--- config.mk ---
export PLATFORM = sky130hd
export DESIGN_NAME = hjd_plug_sense_top
export DESIGN_NICKNAME = d
export VERILOG_FILES = /design/src/hdl/hjd_plug_sense_top.v /design/src/hdl/hjd_sample_filter.v
export VERILOG_INCLUDE_DIRS = /design/src /design/src/hdl
export SDC_FILE = /design/constraint.sdc
export NUM_CORES = 1
export LEC_CHECK = 0
export ABC_AREA = 1
export ABC_CLOCK_PERIOD_IN_PS = 2720
export BUFFER_PORTS_ARGS = -buffer_cell sky130_fd_sc_hd__buf_2
export CAP_MARGIN = 20
export CORE_MARGIN = 5
export CORE_UTILIZATION = 40
export CTS_CLUSTER_SIZE = 20
export DETAILED_ROUTE_END_ITERATION = 12
export PLACE_DENSITY = 0.67
export RECOVER_POWER = 25
export SLEW_MARGIN = 20
export SYNTH_ARGS = -nofsm -noshare
export SYNTH_HDL_FRONTEND = slang
export SYNTH_SLANG_ARGS = --single-unit
--- constraint.sdc ---
create_clock -name clk -period 2.72 [get_ports clk]
set_input_delay 0.272 -clock clk [delete_from_list [all_inputs] [get_ports clk]]
set_output_delay 0.272 -clock clk [all_outputs]
set_load 0.02 [all_outputs]
--- src/hdl/hjd_consts.vh ---
// Register map, field layout, reset values and timing constants of the plug sense debounce block.
`ifndef HJD_CONSTS_VH
`define HJD_CONSTS_VH

// Register indices; the byte address on the bus is four times the index.
`define HJD_IDX_CTRL 6'h1a
`define HJD_IDX_DEB_CFG 6'h1b
`define HJD_IDX_STATUS 6'h1c
`define HJD_IDX_IRQ_STAT 6'h30
`define HJD_IDX_IRQ_MASK 6'h31

// Reset values of the writable and readable registers.
`define HJD_CTRL_RST 8'h00
`define HJD_DEB_CFG_RST 8'h00
`define HJD_STATUS_RST 8'h00
`define HJD_IRQ_RST 8'h00

// Writable bits of each register; reserved bits are never stored.
`define HJD_CTRL_WMASK 8'h0e
`define HJD_DEB_CFG_WMASK 8'h7f
`define HJD_IRQ_WMASK 8'h0f

// Control register fields.
`define HJD_CTRL_EN_BIT 1
`define HJD_CTRL_PER_LSB 2

// Debounce configuration register fields.
`define HJD_CFG_HP_BIT 6
`define HJD_CFG_INS_LSB 3
`define HJD_CFG_REM_BIT 2
`define HJD_CFG_HOOK_LSB 0

// Status register fields.
`define HJD_STAT_KIND_LSB 6
`define HJD_STAT_LAYOUT_LSB 4

// Plug kind and headset layout codes.
`define HJD_KIND_NONE 2'h0
`define HJD_KIND_NO_MIC 2'h1
`define HJD_KIND_MIC 2'h3
`define HJD_LAYOUT_NONE 2'h0
`define HJD_LAYOUT_RIGHT 2'h1
`define HJD_LAYOUT_LEFT 2'h2
`define HJD_LAYOUT_STEREO 2'h3

// Interrupt status bits.
`define HJD_IRQ_INSERT 0
`define HJD_IRQ_REMOVE 1
`define HJD_IRQ_HOOK 2
`define HJD_IRQ_LAYOUT 3

// Detection counts.
`define HJD_HP_DEB_COUNT 10'h003
`define HJD_REM_COUNT_SLOW 10'h005
`define HJD_REM_COUNT_FAST 10'h003
`define HJD_INS_BASE_MS 10'h010
`define HJD_INS_NO_DEB 3'h7
`define HJD_INS_RESERVED 3'h6

// Timing: base time unit of the sense period and the clock rate.
`define HJD_TICK_MS 1
`define HJD_CLK_KHZ 250000

// AXI response codes.
`define HJD_RESP_OKAY 2'h0
`define HJD_RESP_SLVERR 2'h2

`endif

--- src/hdl/hjd_plug_sense_top.v ---
// Plug sense debounce, status reporting and AXI4-Lite register slave.
//
// Function
// RL1: Headphone debounce bit: none, or three detections.
// RL2: Insertion code sets 16 to 512 ms; 7 none.
// RL3: Removal needs five detections, or three when set.
// RL4: Hook codes 0,1 none; 2 two; 3 three.
// RL5: Plug kind at bits 7-6: none, no-mic, mic.
// RL6: Layout at bits 5-4: none, right, left, stereo.
// RL7: Reserved bits read zero; software writes zero.
// RL8: Debounce configuration at 0x1B resets to zero.
// RL9: Status at 0x1C resets to zero.
// RL10: Detection runs only while the enable is set.
// RL11: Sense period selectable 1, 2 or 4 ms.
// RL12: Count identical samples, restart on difference, then update.
// RL13: Status changes only after the filter accepts.
`timescale 1ns/1ps
`default_nettype none
`include "hjd_consts.vh"
module hjd_plug_sense_top #(
	parameter ADDR_W = 8,
	parameter TICK_CYCLES = `HJD_TICK_MS * `HJD_CLK_KHZ
) (
	input wire clk,
	input wire rst_n,
	input wire [ADDR_W-1:0] s_axi_awaddr,
	input wire [2:0] s_axi_awprot,
	input wire s_axi_awvalid,
	output reg s_axi_awready,
	input wire [31:0] s_axi_wdata,
	input wire [3:0] s_axi_wstrb,
	input wire s_axi_wvalid,
	output reg s_axi_wready,
	output reg [1:0] s_axi_bresp,
	output reg s_axi_bvalid,
	input wire s_axi_bready,
	input wire [ADDR_W-1:0] s_axi_araddr,
	input wire [2:0] s_axi_arprot,
	input wire s_axi_arvalid,
	output reg s_axi_arready,
	output reg [31:0] s_axi_rdata,
	output reg [1:0] s_axi_rresp,
	output reg s_axi_rvalid,
	input wire s_axi_rready,
	input wire plug_sense_raw,
	input wire hp_left_sense_raw,
	input wire hp_right_sense_raw,
	input wire mic_sense_raw,
	input wire hook_sense_raw,
	output reg irq
);

	// Software-visible registers.
	reg [7:0] ctrl_reg; // Enable and sense period.
	reg [7:0] deb_cfg_reg; // Debounce selectors.
	reg [7:0] status_reg; // Plug kind and headset layout.
	reg [7:0] irq_stat_reg; // Sticky event bits.
	reg [7:0] irq_mask_reg; // Event enables.

	// Field views of the control registers.
	wire plug_sense_enable = ctrl_reg[`HJD_CTRL_EN_BIT];
	wire [1:0] sense_period_sel = ctrl_reg[`HJD_CTRL_PER_LSB+1:`HJD_CTRL_PER_LSB];
	wire headphone_debounce_sel = deb_cfg_reg[`HJD_CFG_HP_BIT];
	wire [2:0] insertion_debounce_sel = deb_cfg_reg[`HJD_CFG_INS_LSB+2:`HJD_CFG_INS_LSB];
	wire removal_debounce_sel = deb_cfg_reg[`HJD_CFG_REM_BIT];
	wire [1:0] hook_button_debounce_sel = deb_cfg_reg[`HJD_CFG_HOOK_LSB+1:`HJD_CFG_HOOK_LSB];

	// Two-stage synchronisers for the comparator outputs, which are asynchronous.
	reg [4:0] sense_meta_reg;
	reg [4:0] sense_sync_reg;

	// The first stage feeds only the second stage.
	always @(posedge clk or negedge rst_n) begin
		if (!rst_n) begin
			sense_meta_reg <= 5'h00;
			sense_sync_reg <= 5'h00;
		end else begin
			sense_meta_reg <= {hook_sense_raw, mic_sense_raw, hp_left_sense_raw,
				hp_right_sense_raw, plug_sense_raw};
			sense_sync_reg <= sense_meta_reg;
		end
	end

	// Millisecond tick and sense period timers.
	reg [31:0] tick_cnt_reg;
	reg [1:0] period_cnt_reg;
	reg ms_tick_reg; // One pulse per millisecond.
	reg sample_tick_reg; // One pulse per sense period.
	reg [1:0] period_last;

	// Code 3 is reserved; it falls back to the shortest period rather than stalling.
	always @* begin
		case (sense_period_sel)
			2'h1: period_last = 2'h1;
			2'h2: period_last = 2'h3;
			default: period_last = 2'h0;
		endcase
	end

	// Both timers stop and rewind while detection is disabled.
	always @(posedge clk or negedge rst_n) begin
		if (!rst_n) begin
			tick_cnt_reg <= 32'h00000000;
			period_cnt_reg <= 2'h0;
			ms_tick_reg <= 1'b0;
			sample_tick_reg <= 1'b0;
		end else if (!plug_sense_enable) begin
			// No sampling at all while disabled. [RL10]
			tick_cnt_reg <= 32'h00000000;
			period_cnt_reg <= 2'h0;
			ms_tick_reg <= 1'b0;
			sample_tick_reg <= 1'b0;
		end else if (tick_cnt_reg >= TICK_CYCLES - 1) begin
			tick_cnt_reg <= 32'h00000000;
			ms_tick_reg <= 1'b1;
			// A sample is taken every one, two or four milliseconds. [RL11]
			if (period_cnt_reg >= period_last) begin
				period_cnt_reg <= 2'h0;
				sample_tick_reg <= 1'b1;
			end else begin
				period_cnt_reg <= period_cnt_reg + 2'h1;
				sample_tick_reg <= 1'b0;
			end
		end else begin
			tick_cnt_reg <= tick_cnt_reg + 32'h00000001;
			ms_tick_reg <= 1'b0;
			sample_tick_reg <= 1'b0;
		end
	end

	// Filtered states.
	wire plug_state;
	wire [2:0] hp_state; // {mic, left, right}.
	wire hook_state;
	reg [9:0] hp_target;
	reg [9:0] plug_target;
	reg plug_strobe;
	reg [9:0] hook_target;

	// Debounce targets from the selectors.
	always @* begin
		// Headphone result: taken at once, or after three detections. [RL1]
		hp_target = headphone_debounce_sel ? `HJD_HP_DEB_COUNT : 10'h001;
		// Hook: codes 0 and 1 pass straight through, 2 and 3 need that many. [RL4]
		hook_target = (hook_button_debounce_sel[1]) ? {8'h00, hook_button_debounce_sel} : 10'h001;
		if (plug_state) begin
			// Removal counts detections at the sense period. [RL3]
			plug_strobe = sample_tick_reg;
			plug_target = removal_debounce_sel ? `HJD_REM_COUNT_FAST : `HJD_REM_COUNT_SLOW;
		end else if (insertion_debounce_sel == `HJD_INS_NO_DEB ||
			insertion_debounce_sel == `HJD_INS_RESERVED) begin
			// No insertion debounce; the reserved code behaves the same. [RL2]
			plug_strobe = sample_tick_reg;
			plug_target = 10'h001;
		end else begin
			// Insertion time counts milliseconds: 16 ms shifted by the code. [RL2]
			plug_strobe = ms_tick_reg;
			plug_target = `HJD_INS_BASE_MS << insertion_debounce_sel;
		end
	end

	// Plug presence filter with separate insertion and removal timing.
	hjd_sample_filter #(.DATA_W(1), .CNT_W(10)) u_plug_filter (
		.clk(clk),
		.rst_n(rst_n),
		.run(plug_sense_enable),
		.strobe(plug_strobe),
		.raw(sense_sync_reg[0]),
		.target(plug_target),
		.state_reg(plug_state)
	);

	// Headphone presence filter across right, left and microphone results.
	hjd_sample_filter #(.DATA_W(3), .CNT_W(10)) u_hp_filter (
		.clk(clk),
		.rst_n(rst_n),
		.run(plug_sense_enable),
		.strobe(sample_tick_reg),
		.raw(sense_sync_reg[3:1]),
		.target(hp_target),
		.state_reg(hp_state)
	);

	// Hook button filter.
	hjd_sample_filter #(.DATA_W(1), .CNT_W(10)) u_hook_filter (
		.clk(clk),
		.rst_n(rst_n),
		.run(plug_sense_enable),
		.strobe(sample_tick_reg),
		.raw(sense_sync_reg[4]),
		.target(hook_target),
		.state_reg(hook_state)
	);

	// Status fields built only from accepted states, never from raw samples.
	reg [1:0] plug_kind;
	reg [1:0] headset_layout_status;

	always @* begin
		if (!plug_state) begin
			plug_kind = `HJD_KIND_NONE; // [RL5]
			headset_layout_status = `HJD_LAYOUT_NONE; // [RL6]
		end else begin
			plug_kind = hp_state[2] ? `HJD_KIND_MIC : `HJD_KIND_NO_MIC; // [RL5]
			case (hp_state[1:0])
				2'h1: headset_layout_status = `HJD_LAYOUT_RIGHT; // [RL6]
				2'h2: headset_layout_status = `HJD_LAYOUT_LEFT; // [RL6]
				2'h3: headset_layout_status = `HJD_LAYOUT_STEREO; // [RL6]
				default: headset_layout_status = `HJD_LAYOUT_NONE;
			endcase
		end
	end

	// Events raised from changes of the registered status, and from a rising hook state.
	reg hook_prev_reg;
	wire [7:0] irq_set;
	wire [7:0] new_status = {plug_kind, headset_layout_status, 4'h0};
	assign irq_set = {4'h0,
		(new_status[5:4] != status_reg[5:4]) && plug_state,
		hook_state && !hook_prev_reg,
		(new_status[7:6] == `HJD_KIND_NONE) && (status_reg[7:6] != `HJD_KIND_NONE),
		(new_status[7:6] != `HJD_KIND_NONE) && (status_reg[7:6] == `HJD_KIND_NONE)};

	// Status register; reserved low nibble stays zero.
	always @(posedge clk or negedge rst_n) begin
		if (!rst_n) begin
			status_reg <= `HJD_STATUS_RST; // [RL9]
			hook_prev_reg <= 1'b0;
		end else begin
			status_reg <= new_status; // [RL13] [RL7]
			hook_prev_reg <= hook_state;
		end
	end

	// Write channel state: address and data may arrive in either order.
	reg aw_have_reg;
	reg w_have_reg;
	reg [ADDR_W-1:0] waddr_reg;
	reg [7:0] wdata_reg;
	reg wstrb0_reg;
	wire [5:0] widx = waddr_reg[7:2];
	wire wr_fire = aw_have_reg && w_have_reg && !s_axi_bvalid;
	wire wr_mapped = (widx == `HJD_IDX_CTRL) || (widx == `HJD_IDX_DEB_CFG) ||
		(widx == `HJD_IDX_STATUS) || (widx == `HJD_IDX_IRQ_STAT) || (widx == `HJD_IDX_IRQ_MASK);

	// Write handshakes; one write in flight, ready returns after the response is taken.
	always @(posedge clk or negedge rst_n) begin
		if (!rst_n) begin
			s_axi_awready <= 1'b1;
			s_axi_wready <= 1'b1;
			s_axi_bvalid <= 1'b0;
			s_axi_bresp <= `HJD_RESP_OKAY;
			aw_have_reg <= 1'b0;
			w_have_reg <= 1'b0;
			waddr_reg <= {ADDR_W{1'b0}};
			wdata_reg <= 8'h00;
			wstrb0_reg <= 1'b0;
		end else begin
			if (s_axi_awvalid && s_axi_awready) begin
				aw_have_reg <= 1'b1;
				waddr_reg <= s_axi_awaddr;
				s_axi_awready <= 1'b0;
			end
			if (s_axi_wvalid && s_axi_wready) begin
				w_have_reg <= 1'b1;
				wdata_reg <= s_axi_wdata[7:0];
				wstrb0_reg <= s_axi_wstrb[0];
				s_axi_wready <= 1'b0;
			end
			if (wr_fire) begin
				aw_have_reg <= 1'b0;
				w_have_reg <= 1'b0;
				s_axi_bvalid <= 1'b1;
				s_axi_bresp <= wr_mapped ? `HJD_RESP_OKAY : `HJD_RESP_SLVERR;
			end
			if (s_axi_bvalid && s_axi_bready) begin
				s_axi_bvalid <= 1'b0;
				s_axi_awready <= 1'b1;
				s_axi_wready <= 1'b1;
			end
		end
	end

	// Writable registers; reserved bits are masked off so they always read zero.
	always @(posedge clk or negedge rst_n) begin
		if (!rst_n) begin
			ctrl_reg <= `HJD_CTRL_RST;
			deb_cfg_reg <= `HJD_DEB_CFG_RST; // [RL8]
			irq_mask_reg <= `HJD_IRQ_RST;
		end else if (wr_fire && wstrb0_reg) begin
			if (widx == `HJD_IDX_CTRL) begin
				ctrl_reg <= wdata_reg & `HJD_CTRL_WMASK; // [RL7]
			end
			if (widx == `HJD_IDX_DEB_CFG) begin
				deb_cfg_reg <= wdata_reg & `HJD_DEB_CFG_WMASK; // [RL7]
			end
			if (widx == `HJD_IDX_IRQ_MASK) begin
				irq_mask_reg <= wdata_reg & `HJD_IRQ_WMASK;
			end
		end
	end

	// Read channel.
	wire [5:0] ridx = s_axi_araddr[7:2];
	wire rd_take = s_axi_arvalid && s_axi_arready;
	wire rd_clear = rd_take && (ridx == `HJD_IDX_IRQ_STAT);
	reg [7:0] rd_mux;
	reg rd_hit;

	// Read decode; unmapped addresses answer with a slave error and zero data.
	always @* begin
		rd_hit = 1'b1;
		case (ridx)
			`HJD_IDX_CTRL: rd_mux = ctrl_reg;
			`HJD_IDX_DEB_CFG: rd_mux = deb_cfg_reg;
			`HJD_IDX_STATUS: rd_mux = status_reg;
			`HJD_IDX_IRQ_STAT: rd_mux = irq_stat_reg;
			`HJD_IDX_IRQ_MASK: rd_mux = irq_mask_reg;
			default: begin
				rd_mux = 8'h00;
				rd_hit = 1'b0;
			end
		endcase
	end

	// Read handshakes; data is captured when the address is taken.
	always @(posedge clk or negedge rst_n) begin
		if (!rst_n) begin
			s_axi_arready <= 1'b1;
			s_axi_rvalid <= 1'b0;
			s_axi_rdata <= 32'h00000000;
			s_axi_rresp <= `HJD_RESP_OKAY;
		end else if (rd_take) begin
			s_axi_arready <= 1'b0;
			s_axi_rvalid <= 1'b1;
			s_axi_rdata <= {24'h000000, rd_mux};
			s_axi_rresp <= rd_hit ? `HJD_RESP_OKAY : `HJD_RESP_SLVERR;
		end else if (s_axi_rvalid && s_axi_rready) begin
			s_axi_rvalid <= 1'b0;
			s_axi_arready <= 1'b1;
		end
	end

	// Sticky events cleared by a read; an event in the clearing cycle survives it.
	always @(posedge clk or negedge rst_n) begin
		if (!rst_n) begin
			irq_stat_reg <= `HJD_IRQ_RST;
			irq <= 1'b0;
		end else begin
			irq_stat_reg <= (rd_clear ? 8'h00 : irq_stat_reg) | irq_set;
			irq <= |(((rd_clear ? 8'h00 : irq_stat_reg) | irq_set) & irq_mask_reg);
		end
	end

endmodule
`default_nettype wire

--- src/hdl/hjd_sample_filter.v ---
// Consecutive-sample debounce filter used for every sensed input group.
`timescale 1ns/1ps
`default_nettype none
module hjd_sample_filter #(
	parameter DATA_W = 1,
	parameter CNT_W = 10
) (
	input wire clk,
	input wire rst_n,
	input wire run,
	input wire strobe,
	input wire [DATA_W-1:0] raw,
	input wire [CNT_W-1:0] target,
	output reg [DATA_W-1:0] state_reg
);

	// Candidate value being timed and how many samples in a row it has shown.
	reg [DATA_W-1:0] cand_reg;
	reg [CNT_W-1:0] cnt_reg;
	reg [CNT_W-1:0] cnt_next;

	// Count the samples that agree with the current candidate; a new value restarts at one.
	always @* begin
		if (raw == cand_reg && cnt_reg != {CNT_W{1'b1}}) begin
			cnt_next = cnt_reg + {{(CNT_W-1){1'b0}}, 1'b1};
		end else begin
			cnt_next = {{(CNT_W-1){1'b0}}, 1'b1};
		end
	end

	// The accepted state only moves once the count reaches the target.
	// A target of zero or one means no filtering: the first differing sample is taken.
	always @(posedge clk or negedge rst_n) begin
		if (!rst_n) begin
			state_reg <= {DATA_W{1'b0}};
			cand_reg <= {DATA_W{1'b0}};
			cnt_reg <= {CNT_W{1'b0}};
		end else if (!run) begin
			// Idle: forget any partial count, keep the last accepted state.
			cand_reg <= state_reg;
			cnt_reg <= {CNT_W{1'b0}};
		end else if (strobe) begin
			if (raw == state_reg) begin
				// Agreement with the accepted state cancels a pending change. [RL12]
				cand_reg <= raw;
				cnt_reg <= {CNT_W{1'b0}};
			end else if (cnt_next >= target) begin
				// Enough matching samples: accept the new value. [RL12] [RL13]
				state_reg <= raw;
				cand_reg <= raw;
				cnt_reg <= {CNT_W{1'b0}};
			end else begin
				// Keep counting, or restart when the sample changed. [RL12]
				cand_reg <= raw;
				cnt_reg <= cnt_next;
			end
		end
	end

endmodule
`default_nettype wire
==> flow_results.xml, run 1 <==
<?xml version="1.0" encoding="UTF-8"?>
<metrics>
  <group name="logic_synthesis">
    <metric name="synthMostInstantiatedCell" unit="">nand2_1</metric>
    <metric name="synth_top_area_share" unit="%">50.2</metric>
    <metric name="post_synth_instance_area" unit="µm²">6890</metric>
    <metric name="postSynth.topFlopCell" unit="">dfrtp_1</metric>
    <metric name="yosysSeqAreaShare" unit="%">51.3</metric>
    <metric name="synthTopCellsByCount" unit="">nand2_1 (215), dfrtp_1 (138), inv_1 (110), nor2_1 (85), o21ai_0 (56)</metric>
    <metric name="synthArstFlopShare" unit="%">100</metric>
    <metric name="ys_top_cells_by_area" unit="">dfrtp_1 (50%), nand2_1 (12%), inv_1 (6.0%), nor2_1 (4.6%), o21ai_0 (4.1%)</metric>
    <metric name="ys.warnings.count" unit="">0</metric>
    <metric name="postSynthAreaPerCell" unit="µm²">8.33</metric>
    <metric name="syn_inst" unit="">827</metric>
    <metric name="yosys.area.top_type" unit="">dfrtp_1</metric>
    <metric name="yosys_register_bits" unit="">141</metric>
    <metric name="synth_cell_types" unit="">43</metric>
    <metric name="synth-edff-count" unit="">0</metric>
  </group>
  <group name="drt">
    <metric name="viasPerCell" unit="">4.58</metric>
    <metric name="first_pass_iters" unit="">5</metric>
    <metric name="initial_drc_count" unit="">246</metric>
    <metric name="dr_total_vias" unit="">5263</metric>
    <metric name="remaining_drc_errors" unit="">0</metric>
    <metric name="avgRoutedWirePerCell" unit="µm">11.8</metric>
    <metric name="post_drt_antenna_nets" unit="">0</metric>
    <metric name="total_wire_length_after_detailed_routing" unit="mm">13.5</metric>
  </group>
  <group name="pwr">
    <metric name="static-leakage-power" unit="nW">3.88</metric>
    <metric name="vdd_drop_max" unit="V">0.000463</metric>
    <metric name="p_comb_share" unit="%">13.6</metric>
    <metric name="share_of_power_burned_in_the_clock_network" unit="%">41.7</metric>
    <metric name="power.switching_fraction" unit="%">28.4</metric>
    <metric name="p_switching" unit="mW">1.57</metric>
    <metric name="seq_power_share" unit="%">44.7</metric>
    <metric name="power.density_cell_area" unit="nW/µm²">687</metric>
    <metric name="cellInternalPower" unit="mW">3.95</metric>
  </group>
  <group name="grt">
    <metric name="grt_antenna_before_repair" unit="">0</metric>
    <metric name="gr-usage-all-layers" unit="%">14.3</metric>
    <metric name="grt_remaining_overflow" unit="">0</metric>
    <metric name="maximum_number_of_pins_on_one_net_before_global_route_repair" unit="">72</metric>
    <metric name="number_of_global_route_vias_before_repair" unit="">5100</metric>
    <metric name="grt_pass1_wl" unit="mm">23.4</metric>
  </group>
  <group name="floorplan">
    <metric name="placeableCoreArea" unit="µm²">17100</metric>
    <metric name="fp.dieH" unit="µm">141</metric>
    <metric name="start_util" unit="%">40.2</metric>
    <metric name="dieArea" unit="µm²">19900</metric>
    <metric name="die_width" unit="µm">141</metric>
    <metric name="num_rows" unit="">48</metric>
    <metric name="boundaryPins" unit="">112</metric>
  </group>
  <group name="sta">
    <metric name="min_period_over_period" unit="%">91.6</metric>
    <metric name="period_needed" unit="ns">2.49</metric>
    <metric name="finalSetupViolCount" unit="">0</metric>
    <metric name="finalHoldViolations" unit="">0</metric>
    <metric name="fin_worst_skew" unit="ns">0.00649</metric>
    <metric name="timing.final.max_slew_violations" unit="">71</metric>
    <metric name="fmax" unit="MHz">401</metric>
    <metric name="slew_hr" unit="%">-18.2</metric>
    <metric name="worst-slew-pin-transition" unit="ns">1.77</metric>
    <metric name="setup_tns" unit="ns">0</metric>
  </group>
  <group name="placed_design">
    <metric name="gp_congestion" unit="">0.818</metric>
    <metric name="post-place-cells" unit="">1111</metric>
    <metric name="hpwlAfterDp" unit="mm">9.62</metric>
    <metric name="count_of_input_and_output_buffers" unit="">47</metric>
  </group>
  <group name="clocking">
    <metric name="clk-insertion-delay-late" unit="ns">0.42</metric>
    <metric name="numCtsBuffers" unit="">17</metric>
    <metric name="cts_htree_levels" unit="">4</metric>
    <metric name="cts.repair_timing.setup_buffer_count" unit="">0</metric>
    <metric name="max-clock-path-buffers" unit="">2</metric>
    <metric name="cts.clk_slew.worst_paths" unit="ns">0.06</metric>
    <metric name="clock_tree_from_tritoncts" unit="">built</metric>
    <metric name="clkSinkCount" unit="">141</metric>
    <metric name="clock-root-buffer" unit="">clkbuf_16</metric>
  </group>
  <group name="job">
    <metric name="timing.max_cap.violations" unit="">1</metric>
  </group>
  <group name="layout">
    <metric name="largest_reg_flops" unit="">32</metric>
    <metric name="flow.area_growth_from_synthesis" unit="%">16.7</metric>
    <metric name="count_of_fill_cells_added_during_filler_insertion" unit="">1657</metric>
    <metric name="finalNonFillerCells" unit="">1149</metric>
    <metric name="post_route_cells_drive_above_1_share" unit="%">11.6</metric>
    <metric name="antenna_cells" unit="">0</metric>
    <metric name="num-nets-final" unit="">1000</metric>
  </group>
  <group name="worst_hold_path">
    <metric name="timing.hold.worst_path_depth" unit="">2</metric>
    <metric name="hold_path.class" unit="">in2reg</metric>
    <metric name="worstHoldEndpoint" unit="">s_axi_wready</metric>
    <metric name="hold_path_startpoint" unit="">s_axi_wvalid</metric>
  </group>
  <group name="worst_setup_path">
    <metric name="timing.critical_path.fanout_max" unit="">12</metric>
    <metric name="r2r_cells" unit="">15</metric>
    <metric name="cp-startpoint" unit="">u_plug_filter.cnt_reg[0]</metric>
    <metric name="worstReg2RegStart" unit="">u_plug_filter.cnt_reg[0]</metric>
    <metric name="end_kind" unit="">register</metric>
    <metric name="critical_path_class" unit="">reg2reg</metric>
    <metric name="worstPathRequired" unit="ns">3.03</metric>
    <metric name="rr_endpoint" unit="">u_plug_filter.state_reg</metric>
    <metric name="nature_of_the_critical_path_startpoint" unit="">register</metric>
    <metric name="worst_ep_arrival_time" unit="ns">2.80</metric>
    <metric name="rrSetupSlack" unit="ns">0.23</metric>
  </group>
  <group name="run_status">
    <metric name="status" unit="">finished, violations left</metric>
    <metric name="violations" unit="">max-capacitance violations, max-slew violations</metric>
  </group>
</metrics>
-- critical path, cell delays in order, from the launching register on --
cell      delay (ns)
dfrtp_1         0.41
ha_1            0.25
nand2_1         0.13
nor2_4          0.06
nand3b_1        0.10
nand2_1         0.10
buf_4           0.17
nor2_1          0.16
ha_1            0.27
a21oi_1         0.15
nor2_1          0.05
a211oi_1        0.16
nand2_1         0.07
buf_4           0.18
nand3_1         0.07
nand2_1         0.05
-- metrics by stage --
step / hold slack (ns) / area [µm²] / total power, mW / setup slack [ns] / util [%]
2_1_floorplan: -0.0236 / 7030 / 3.01 / 0.427 / -
3_3_place_gp: 0.330 / 7390 / 3.24 / 0.295 / 43.2
3_5_place_dp: 0.330 / 7390 / 3.26 / 0.263 / 43.2
5_1_grt: 0.0215 / 8040 / 5.81 / -0.00647 / 46.9
6_report: 0.0214 / 8040 / 5.52 / 0.228 / 46.9
4_1_cts: 0.00238 / 8040 / 5.59 / 0.248 / 47.0
-- layout by cell type, fill, tap and decap left out, types with 2 or more instances in the layout --
cell	instances
nand2_1	215
dfrtp_1	138
inv_1	110
nor2_1	85
o21ai_0	56
buf_2	45
conb_1	40
nand3_1	36
ha_1	19
xor2_1	18
clkbuf_16	17
a21oi_1	16
o22ai_1	12
nand4_1	11
nor3_1	11
xnor2_1	8
buf_4	8
nor4_1	6
dlygate4sd3_1	6
o21ai_1	5
nand2_2	4
or2_2	4
clkbuf_1	4
clkinvlp_4	4
inv_2	3
nand3b_1	3
o221ai_1	3
a22oi_1	3
nor2_4	2
nor2_2	2
o21ai_2	2
bufinv_16	2
inv_6	2
clkinv_2	2
dfstp_1	2
-- logic make-up after synthesis --
group | Yosys count | synth area share, %
and+or+nand+nor | 383 | 23.3
adders and majority gates | 19 | 3.45
buffers and inverters | 150 | 9.78
xor gates and xnor gates | 26 | 3.31
AOI/OAI and AO/OA | 107 | 8.83
DFF | 141 | 51.3
other | 1 | 0.0545
-- final cells by class --
cell class / count / area (µm²) / area share, %
clock inverter: 12 / 138 / 1.71
timing repair buffer: 63 / 378 / 4.70
sequential: 141 / 3530 / 44.0
tap: 225 / 282 / 3.50
clock buffer: 20 / 447 / 5.56
inverter: 113 / 424 / 5.28
multi-input combinational: 575 / 2840 / 35.3
-- how the worst max path moves through the flow --
stage,slack (ns),cells past startpoint,endpoint
6_report,0.23,15,u_plug_filter.state_reg
5_1_grt,-0.006,19,u_plug_filter.state_reg
4_1_cts,0.25,15,u_plug_filter.state_reg
3_5_place_dp,0.26,15,u_plug_filter.state_reg
3_3_place_gp,0.30,15,u_plug_filter.state_reg
2_1_floorplan,0.43,18,u_plug_filter.state_reg
-- metal layers --
metal  track usage, %  part of all wire, %  up-vias  wire length (µm)
met1             18.9                   47     2442              6290
met2             23.3                   49       76              6560
met4             3.72                 0.86        0               116
met5                0                    0        -                 0
met3             4.04                  4.0       10               537
li1                 -                    -     2735                 -
-- power by group through the flow --
| stage | Combinational (mW) | Clock [mW] | Sequential (mW) |
|---|---|---|---|
| 2_1_floorplan | 0.468 | 0 | 2.54 |
| 3_5_place_dp | 0.753 | 0 | 2.51 |
| 4_1_cts | 0.765 | 2.35 | 2.47 |
| 3_3_place_gp | 0.738 | 0 | 2.50 |
| 6_report | 0.749 | 2.30 | 2.47 |
| 5_1_grt | 0.871 | 2.44 | 2.50 |
-- timing repair --
action	4_1_cts	5_1_grt
setup endpoints to repair	0	2
gates resized for setup	0	2
endpoints found under the hold margin	70	0
hold buffers	6	0
Note: power is estimated with default switching activity, not from simulation.
==> run 2: changes to the inputs <==
--- a/config.mk
+++ b/config.mk
@@ -14,9 +14,10 @@
 export CORE_UTILIZATION = 40
 export CTS_CLUSTER_SIZE = 20
 export DETAILED_ROUTE_END_ITERATION = 12
-export PLACE_DENSITY = 0.67
+export PLACE_DENSITY = 0.66
 export RECOVER_POWER = 25
 export SLEW_MARGIN = 20
 export SYNTH_ARGS = -nofsm -noshare
 export SYNTH_HDL_FRONTEND = slang
+export SYNTH_HIERARCHICAL = 1
 export SYNTH_SLANG_ARGS = --single-unit
==> flow_results.xml, run 2 <==
<?xml version="1.0" encoding="UTF-8"?>
<metrics>
  <group name="grt">
    <metric name="grt_antenna_before_repair" unit="">0</metric>
    <metric name="grt_remaining_overflow" unit="">0</metric>
    <metric name="maximum_number_of_pins_on_one_net_before_global_route_repair" unit="">63</metric>
    <metric name="number_of_global_route_vias_before_repair" unit="">5808</metric>
    <metric name="gr-usage-all-layers" unit="%">14.3</metric>
    <metric name="grt_pass1_wl" unit="mm">26.5</metric>
  </group>
  <group name="pwr">
    <metric name="seq_power_share" unit="%">45.7</metric>
    <metric name="p_switching" unit="mW">1.54</metric>
    <metric name="p_comb_share" unit="%">13.5</metric>
    <metric name="power.density_cell_area" unit="nW/µm²">585</metric>
    <metric name="power.switching_fraction" unit="%">28.5</metric>
    <metric name="vdd_drop_max" unit="V">0.000418</metric>
    <metric name="static-leakage-power" unit="nW">4.66</metric>
    <metric name="share_of_power_burned_in_the_clock_network" unit="%">40.8</metric>
    <metric name="power" unit="mW">5.40</metric>
    <metric name="cellInternalPower" unit="mW">3.86</metric>
  </group>
  <group name="run_status">
    <metric name="violations" unit="">max-capacitance violations, max-slew violations</metric>
    <metric name="status" unit="">finished, violations left</metric>
  </group>
  <group name="layout">
    <metric name="finish.utilization" unit="%">47.0</metric>
    <metric name="flow.area_growth_from_synthesis" unit="%">14.9</metric>
    <metric name="most_common_cell_after_layout_fill_and_taps_aside" unit="">nand2_1</metric>
    <metric name="post_route_cells_drive_above_1_share" unit="%">13.1</metric>
    <metric name="reg_area" unit="µm²">3530</metric>
    <metric name="antenna_cells" unit="">0</metric>
    <metric name="count_of_fill_cells_added_during_filler_insertion" unit="">1994</metric>
    <metric name="num-nets-final" unit="">1239</metric>
    <metric name="mostFrequentLayoutCells" unit="">nand2_1 (344), inv_1 (146), dfrtp_1 (138), nor2_1 (84), conb_1 (58)</metric>
    <metric name="multi_input_gate_area_in_the_final_layout" unit="µm²">3890</metric>
    <metric name="fin_area" unit="µm²">9240</metric>
    <metric name="largest_reg_flops" unit="">32</metric>
    <metric name="finalNonFillerCells" unit="">1410</metric>
  </group>
  <group name="worst_setup_path">
    <metric name="timing.critical_path.max_delay_family" unit="">simple AND/OR/NAND/NOR gates</metric>
    <metric name="r2r_cells" unit="">13</metric>
    <metric name="end_kind" unit="">register</metric>
    <metric name="rr_endpoint" unit="">u_hp_filter/cnt_reg[3]</metric>
    <metric name="crit_top_cell" unit="">nand3_2</metric>
    <metric name="critical_path.slowest_cell" unit="">dfrtp_1</metric>
    <metric name="cp-startpoint" unit="">u_hp_filter/cnt_reg[1]</metric>
    <metric name="nature_of_the_critical_path_startpoint" unit="">register</metric>
    <metric name="worstReg2RegStart" unit="">u_hp_filter/cnt_reg[1]</metric>
    <metric name="timing.critical_path.slowest_cell_delay" unit="ns">0.41</metric>
    <metric name="cp.buffers_inverters" unit="">0</metric>
    <metric name="crit_path_cell_trace" unit="">ha_1, nand3_2, nor2_4, nand3_2, nand2_4, nor2_2, ha_1, a21o_1, nor2_1, nand3_2, nor2_4, nand2_1, nand2_1</metric>
    <metric name="worstPathRequired" unit="ns">3.07</metric>
    <metric name="rrSetupSlack" unit="ns">0.25</metric>
    <metric name="timing.critical_path.fanout_max" unit="">10</metric>
    <metric name="worst_ep_arrival_time" unit="ns">2.82</metric>
    <metric name="critical_path_class" unit="">reg2reg</metric>
  </group>
  <group name="clocking">
    <metric name="cts.clk_slew.worst_paths" unit="ns">0.06</metric>
    <metric name="cts_htree_levels" unit="">4</metric>
    <metric name="clock-root-buffer" unit="">clkbuf_16</metric>
    <metric name="clock_tree_from_tritoncts" unit="">built</metric>
    <metric name="clk-insertion-delay-late" unit="ns">0.41</metric>
    <metric name="numCtsBuffers" unit="">17</metric>
    <metric name="cts.repair_timing.setup_buffer_count" unit="">0</metric>
    <metric name="max-clock-path-buffers" unit="">2</metric>
    <metric name="clkSinkCount" unit="">141</metric>
  </group>
  <group name="placed_design">
    <metric name="post-place-cells" unit="">1372</metric>
    <metric name="hpwlAfterDp" unit="mm">11.7</metric>
    <metric name="placement.setup.worst_slack" unit="ns">0.195</metric>
    <metric name="gp_congestion" unit="">0.843</metric>
    <metric name="placedInstanceArea" unit="µm²">8610</metric>
    <metric name="count_of_input_and_output_buffers" unit="">47</metric>
  </group>
  <group name="sta">
    <metric name="slew_hr" unit="%">-3.39</metric>
    <metric name="whs" unit="ns">0.0337</metric>
    <metric name="worst-slew-pin-transition" unit="ns">1.55</metric>
    <metric name="setup_tns" unit="ns">0</metric>
    <metric name="fin_worst_skew" unit="ns">0.00547</metric>
    <metric name="fmax" unit="MHz">405</metric>
    <metric name="timing.final.max_slew_violations" unit="">62</metric>
    <metric name="finalSetupViolCount" unit="">0</metric>
    <metric name="min_period_over_period" unit="%">90.7</metric>
    <metric name="finalHoldViolations" unit="">0</metric>
    <metric name="period_needed" unit="ns">2.47</metric>
    <metric name="setup_repair_after_global_routing_missed_its_margin" unit="">false</metric>
    <metric name="setup_ws" unit="ns">0.254</metric>
  </group>
  <group name="logic_synthesis">
    <metric name="synth-edff-count" unit="">0</metric>
    <metric name="postSynthAreaPerCell" unit="µm²">7.77</metric>
    <metric name="yosys_register_bits" unit="">141</metric>
    <metric name="yosysSeqAreaShare" unit="%">43.9</metric>
    <metric name="ys_top_cells_by_area" unit="">dfrtp_1 (43%), nand2_1 (16%), inv_1 (6.8%), ha_1 (5.8%), nor2_1 (3.9%)</metric>
    <metric name="synth_top_area_share" unit="%">43.0</metric>
    <metric name="synth_cell_types" unit="">42</metric>
    <metric name="synthMostInstantiatedCell" unit="">nand2_1</metric>
    <metric name="ys.warnings.count" unit="">6</metric>
    <metric name="postSynth.topFlopCell" unit="">dfrtp_1</metric>
    <metric name="post_synth_instance_area" unit="µm²">8040</metric>
    <metric name="syn_inst" unit="">1035</metric>
    <metric name="yosys.area.top_type" unit="">dfrtp_1</metric>
    <metric name="synthTopCellsByCount" unit="">nand2_1 (344), inv_1 (146), dfrtp_1 (138), nor2_1 (84), o21ai_0 (54)</metric>
    <metric name="synthArstFlopShare" unit="%">100</metric>
  </group>
  <group name="worst_hold_path">
    <metric name="timing.hold.worst_path_depth" unit="">2</metric>
    <metric name="hold_path_startpoint" unit="">s_axi_wvalid</metric>
    <metric name="hold_path.class" unit="">in2reg</metric>
    <metric name="worstHoldEndpoint" unit="">s_axi_wready</metric>
  </group>
  <group name="floorplan">
    <metric name="fp.dieH" unit="µm">152</metric>
    <metric name="boundaryPins" unit="">112</metric>
    <metric name="placeableCoreArea" unit="µm²">19700</metric>
    <metric name="start_util" unit="%">40.9</metric>
    <metric name="dieArea" unit="µm²">23000</metric>
    <metric name="die_width" unit="µm">152</metric>
    <metric name="num_rows" unit="">51</metric>
  </group>
  <group name="job">
    <metric name="timing.max_cap.violations" unit="">1</metric>
  </group>
  <group name="drt">
    <metric name="remaining_drc_errors" unit="">0</metric>
    <metric name="viasPerCell" unit="">4.54</metric>
    <metric name="total_wire_length_after_detailed_routing" unit="mm">15.7</metric>
    <metric name="post_drt_antenna_nets" unit="">0</metric>
    <metric name="initial_drc_count" unit="">251</metric>
    <metric name="dr_total_vias" unit="">6401</metric>
    <metric name="first_pass_iters" unit="">5</metric>
    <metric name="avgRoutedWirePerCell" unit="µm">11.1</metric>
  </group>
</metrics>
run 2: changes by cell type in the layout (fill, tap and decap cells not counted), sizes merged, moves of 12 or more:
cell | previous run | this run
inv | 116 | 152
conb | 40 | 58
nand3 | 37 | 56
ha | 19 | 37
nor2 | 89 | 116
o22ai | 12 | 0
nand2 | 219 | 352
run 2: cells by family (layout without fill, tap and decap cells):
logic type                 after synthesis  in the layout  share of synthesized area (%)
adders and majority gates               37             37                           5.76
DFF                                    141            141                           43.9
AOI/OAI and AO/OA                       78             78                           5.20
xor gates and xnor gates                27             27                           3.13
buffers and inverters                  187            241                           10.4
and+or+nand+nor                        562            562                           31.4
muxes                                    1              1                          0.140
other                                    2             58                         0.0934
run 2: repair_timing:
action	CTS	global route
endpoints found under the hold margin	62	0
gates resized for setup	0	1
hold buffers	6	0
endpoints found under the setup margin	0	4
run 2: how the worst max path moves through the flow:
stage / to / cells after the start / slack [ns]
3_3_place_gp: u_hp_filter/cnt_reg[8] / 13 / 0.25
6_report: u_hp_filter/cnt_reg[3] / 13 / 0.25
3_5_place_dp: u_hp_filter/cnt_reg[3] / 13 / 0.19
2_1_floorplan: u_hp_filter/state_reg[1] / 14 / 0.58
4_1_cts: u_hp_filter/cnt_reg[3] / 13 / 0.18
5_1_grt: u_hp_filter/state_reg[1] / 14 / 0.003
run 2: cell type report:
cell class	instances	share of cell area, %
multi-input combinational	763	42.1
sequential	141	38.2
inverter	149	6.06
clock buffer	20	4.95
timing repair buffer	60	3.86
tap	265	3.59
clock inverter	12	1.21
run 2: routing by layer:
layer | routed length (µm) | GRT usage (%) | share of wire (%)
met5 | 0 | 0 | 0
met4 | 159 | 3.28 | 1.0
met3 | 684 | 3.69 | 4.4
met2 | 7210 | 22.1 | 46
met1 | 7620 | 20.3 | 49
run 2: power groups by stage:
stage                     Clock [mW]  Combinational, mW  Sequential (mW)
after floorplan                    0              0.450             2.54
after detailed placement           0              0.726             2.51
final                           2.20              0.730             2.47
after global placement             0              0.708             2.50
after global routing            2.37              0.845             2.50
after CTS                       2.26              0.741             2.47
==> run 3: changes to the inputs <==
--- a/config.mk
+++ b/config.mk
@@ -14,6 +14,7 @@
 export CORE_UTILIZATION = 40
 export CTS_CLUSTER_SIZE = 20
 export DETAILED_ROUTE_END_ITERATION = 12
+export MAX_ROUTING_LAYER = met4
 export PLACE_DENSITY = 0.66
 export RECOVER_POWER = 25
 export SLEW_MARGIN = 20
==> flow_results.xml, run 3 (synthesized netlist as in run 2, its figures left out) <==
<?xml version="1.0" encoding="UTF-8"?>
<metrics>
  <group name="worst_setup_path">
    <metric name="timing.critical_path.fanout_max" unit="">10</metric>
    <metric name="timing.critical_path.slowest_cell_delay" unit="ns">0.41</metric>
    <metric name="end_kind" unit="">register</metric>
    <metric name="worst_ep_arrival_time" unit="ns">2.82</metric>
    <metric name="r2r_cells" unit="">13</metric>
    <metric name="crit_top_cell" unit="">nand3_2</metric>
    <metric name="crit_path_cell_trace" unit="">ha_1, nand3_2, nor2_4, nand3_2, nand2_4, nor2_2, ha_1, a21o_1, nor2_1, nand3_2, nor2_4, nand2_1, nand2_1</metric>
    <metric name="critical_path_class" unit="">reg2reg</metric>
    <metric name="nature_of_the_critical_path_startpoint" unit="">register</metric>
    <metric name="worstReg2RegStart" unit="">u_hp_filter/cnt_reg[1]</metric>
    <metric name="rr_endpoint" unit="">u_hp_filter/cnt_reg[3]</metric>
    <metric name="worstPathRequired" unit="ns">3.07</metric>
    <metric name="critical_path.slowest_cell" unit="">dfrtp_1</metric>
    <metric name="rrSetupSlack" unit="ns">0.26</metric>
  </group>
  <group name="layout">
    <metric name="post_route_cells_drive_above_1_share" unit="%">13.1</metric>
    <metric name="flow.area_growth_from_synthesis" unit="%">14.9</metric>
    <metric name="most_common_cell_after_layout_fill_and_taps_aside" unit="">nand2_1</metric>
    <metric name="largest_reg_flops" unit="">32</metric>
    <metric name="num-nets-final" unit="">1239</metric>
    <metric name="antenna_cells" unit="">0</metric>
    <metric name="mostFrequentLayoutCells" unit="">nand2_1 (344), inv_1 (146), dfrtp_1 (138), nor2_1 (84), conb_1 (58)</metric>
  </group>
  <group name="pwr">
    <metric name="power.density_cell_area" unit="nW/µm²">585</metric>
    <metric name="seq_power_share" unit="%">45.8</metric>
    <metric name="power.switching_fraction" unit="%">28.5</metric>
    <metric name="share_of_power_burned_in_the_clock_network" unit="%">40.7</metric>
    <metric name="p_comb_share" unit="%">13.5</metric>
    <metric name="vdd_drop_max" unit="V">0.000419</metric>
    <metric name="cellInternalPower" unit="mW">3.86</metric>
    <metric name="static-leakage-power" unit="nW">4.66</metric>
    <metric name="p_switching" unit="mW">1.54</metric>
    <metric name="power" unit="mW">5.40</metric>
  </group>
  <group name="clocking">
    <metric name="cts_htree_levels" unit="">4</metric>
    <metric name="clkSinkCount" unit="">141</metric>
    <metric name="cts.clk_slew.worst_paths" unit="ns">0.06</metric>
    <metric name="cts.repair_timing.setup_buffer_count" unit="">0</metric>
    <metric name="clk-insertion-delay-late" unit="ns">0.41</metric>
    <metric name="clock-root-buffer" unit="">clkbuf_16</metric>
    <metric name="clock_tree_from_tritoncts" unit="">built</metric>
    <metric name="numCtsBuffers" unit="">17</metric>
    <metric name="max-clock-path-buffers" unit="">2</metric>
  </group>
  <group name="floorplan">
    <metric name="dieArea" unit="µm²">23000</metric>
    <metric name="die_width" unit="µm">152</metric>
    <metric name="placeableCoreArea" unit="µm²">19700</metric>
    <metric name="boundaryPins" unit="">112</metric>
    <metric name="fp.dieH" unit="µm">152</metric>
    <metric name="num_rows" unit="">51</metric>
    <metric name="start_util" unit="%">40.9</metric>
  </group>
  <group name="sta">
    <metric name="worst-slew-pin-transition" unit="ns">1.56</metric>
    <metric name="setup_repair_after_global_routing_missed_its_margin" unit="">false</metric>
    <metric name="setup_tns" unit="ns">0</metric>
    <metric name="slew_hr" unit="%">-3.92</metric>
    <metric name="finalSetupViolCount" unit="">0</metric>
    <metric name="fmax" unit="MHz">406</metric>
    <metric name="period_needed" unit="ns">2.46</metric>
    <metric name="timing.final.max_slew_violations" unit="">62</metric>
    <metric name="min_period_over_period" unit="%">90.6</metric>
    <metric name="finalHoldViolations" unit="">0</metric>
    <metric name="fin_worst_skew" unit="ns">0.00578</metric>
  </group>
  <group name="worst_hold_path">
    <metric name="hold_path.class" unit="">in2reg</metric>
    <metric name="worstHoldEndpoint" unit="">s_axi_wready</metric>
    <metric name="hold_path_startpoint" unit="">s_axi_wvalid</metric>
    <metric name="timing.hold.worst_path_depth" unit="">2</metric>
  </group>
  <group name="grt">
    <metric name="maximum_number_of_pins_on_one_net_before_global_route_repair" unit="">63</metric>
    <metric name="grt_pass1_wl" unit="mm">26.6</metric>
    <metric name="number_of_global_route_vias_before_repair" unit="">5807</metric>
    <metric name="grt_remaining_overflow" unit="">0</metric>
    <metric name="grt_antenna_before_repair" unit="">0</metric>
    <metric name="gr-usage-all-layers" unit="%">14.7</metric>
  </group>
  <group name="drt">
    <metric name="post_drt_antenna_nets" unit="">0</metric>
    <metric name="first_pass_iters" unit="">5</metric>
    <metric name="dr_total_vias" unit="">6411</metric>
    <metric name="avgRoutedWirePerCell" unit="µm">11.2</metric>
    <metric name="initial_drc_count" unit="">278</metric>
    <metric name="remaining_drc_errors" unit="">0</metric>
    <metric name="total_wire_length_after_detailed_routing" unit="mm">15.7</metric>
    <metric name="viasPerCell" unit="">4.55</metric>
  </group>
  <group name="placed_design">
    <metric name="count_of_input_and_output_buffers" unit="">47</metric>
    <metric name="hpwlAfterDp" unit="mm">11.7</metric>
    <metric name="gp_congestion" unit="">0.856</metric>
  </group>
  <group name="run_status">
    <metric name="violations" unit="">max-capacitance violations, max-slew violations</metric>
    <metric name="status" unit="">finished, violations left</metric>
  </group>
  <group name="job">
    <metric name="timing.max_cap.violations" unit="">1</metric>
  </group>
</metrics>
-- run 3: through the flow --
stage | cell area, µm² | std cells | utilization (%) | setup slack (ns) | hold WS, ns
6_report | 9240 | 1410 | 47.0 | 0.255 | 0.0327
4_1_cts | 9240 | 1410 | 47.0 | 0.181 | 0.0108
5_1_grt | 9240 | 1410 | 47.0 | 0.00252 | 0.0372
2_1_floorplan | 8250 | 1091 | - | 0.583 | -0.0236
3_3_place_gp | 8610 | 1372 | 43.8 | 0.248 | 0.290
3_5_place_dp | 8610 | 1372 | 43.8 | 0.195 | 0.300
-- run 3: layout make-up --
class	instances	area (µm²)
inverter	149	559
sequential	141	3530
tap	265	332
timing repair buffer	60	357
clock buffer	20	457
fill	1994	10400
multi-input combinational	763	3890
clock inverter	12	111
-- run 3: how the worst max path moves through the flow --
stage | start | endpoint | depth (start not counted)
global placement | u_hp_filter/cnt_reg[1] | u_hp_filter/cnt_reg[8] | 13
global route | u_hp_filter/cnt_reg[1] | u_hp_filter/state_reg[1] | 14
floorplan | u_hp_filter/cnt_reg[1] | u_hp_filter/state_reg[1] | 14
detailed placement | u_hp_filter/cnt_reg[1] | u_hp_filter/cnt_reg[3] | 13
CTS | u_hp_filter/cnt_reg[1] | u_hp_filter/cnt_reg[3] | 13
finish | u_hp_filter/cnt_reg[1] | u_hp_filter/cnt_reg[3] | 13
-- run 3: per-layer routing --
layer	track usage (%)	routed length (µm)	vias to the layer above
li1	-	-	3328
met1	20.4	7640	2956
met2	22.1	7200	113
met3	3.51	730	14
met4	3.41	158	0
met5	-	0	-
-- run 3: what timing repair did --
item | in CTS | in global routing
resized for setup | 0 | 1
hold endpoints to repair | 62 | 0
endpoints found under the setup margin | 0 | 4
hold buffers | 6 | 0
-- run 3: critical path, delay by kind of cell, from the launching register on --
kind            cells  cell delay [ns]
simple gates       10             1.31
fa+ha+maj           2             0.49
flops               1             0.41
compound gates      1             0.18
-- run 3: power by group through the flow --
stage               clock network, mW  logic (mW)  registers (mW)
floorplan                           0       0.450            2.54
global placement                    0       0.708            2.50
detailed placement                  0       0.726            2.51
CTS                              2.26       0.741            2.47
global route                     2.37       0.845            2.50
finish                           2.20       0.729            2.47
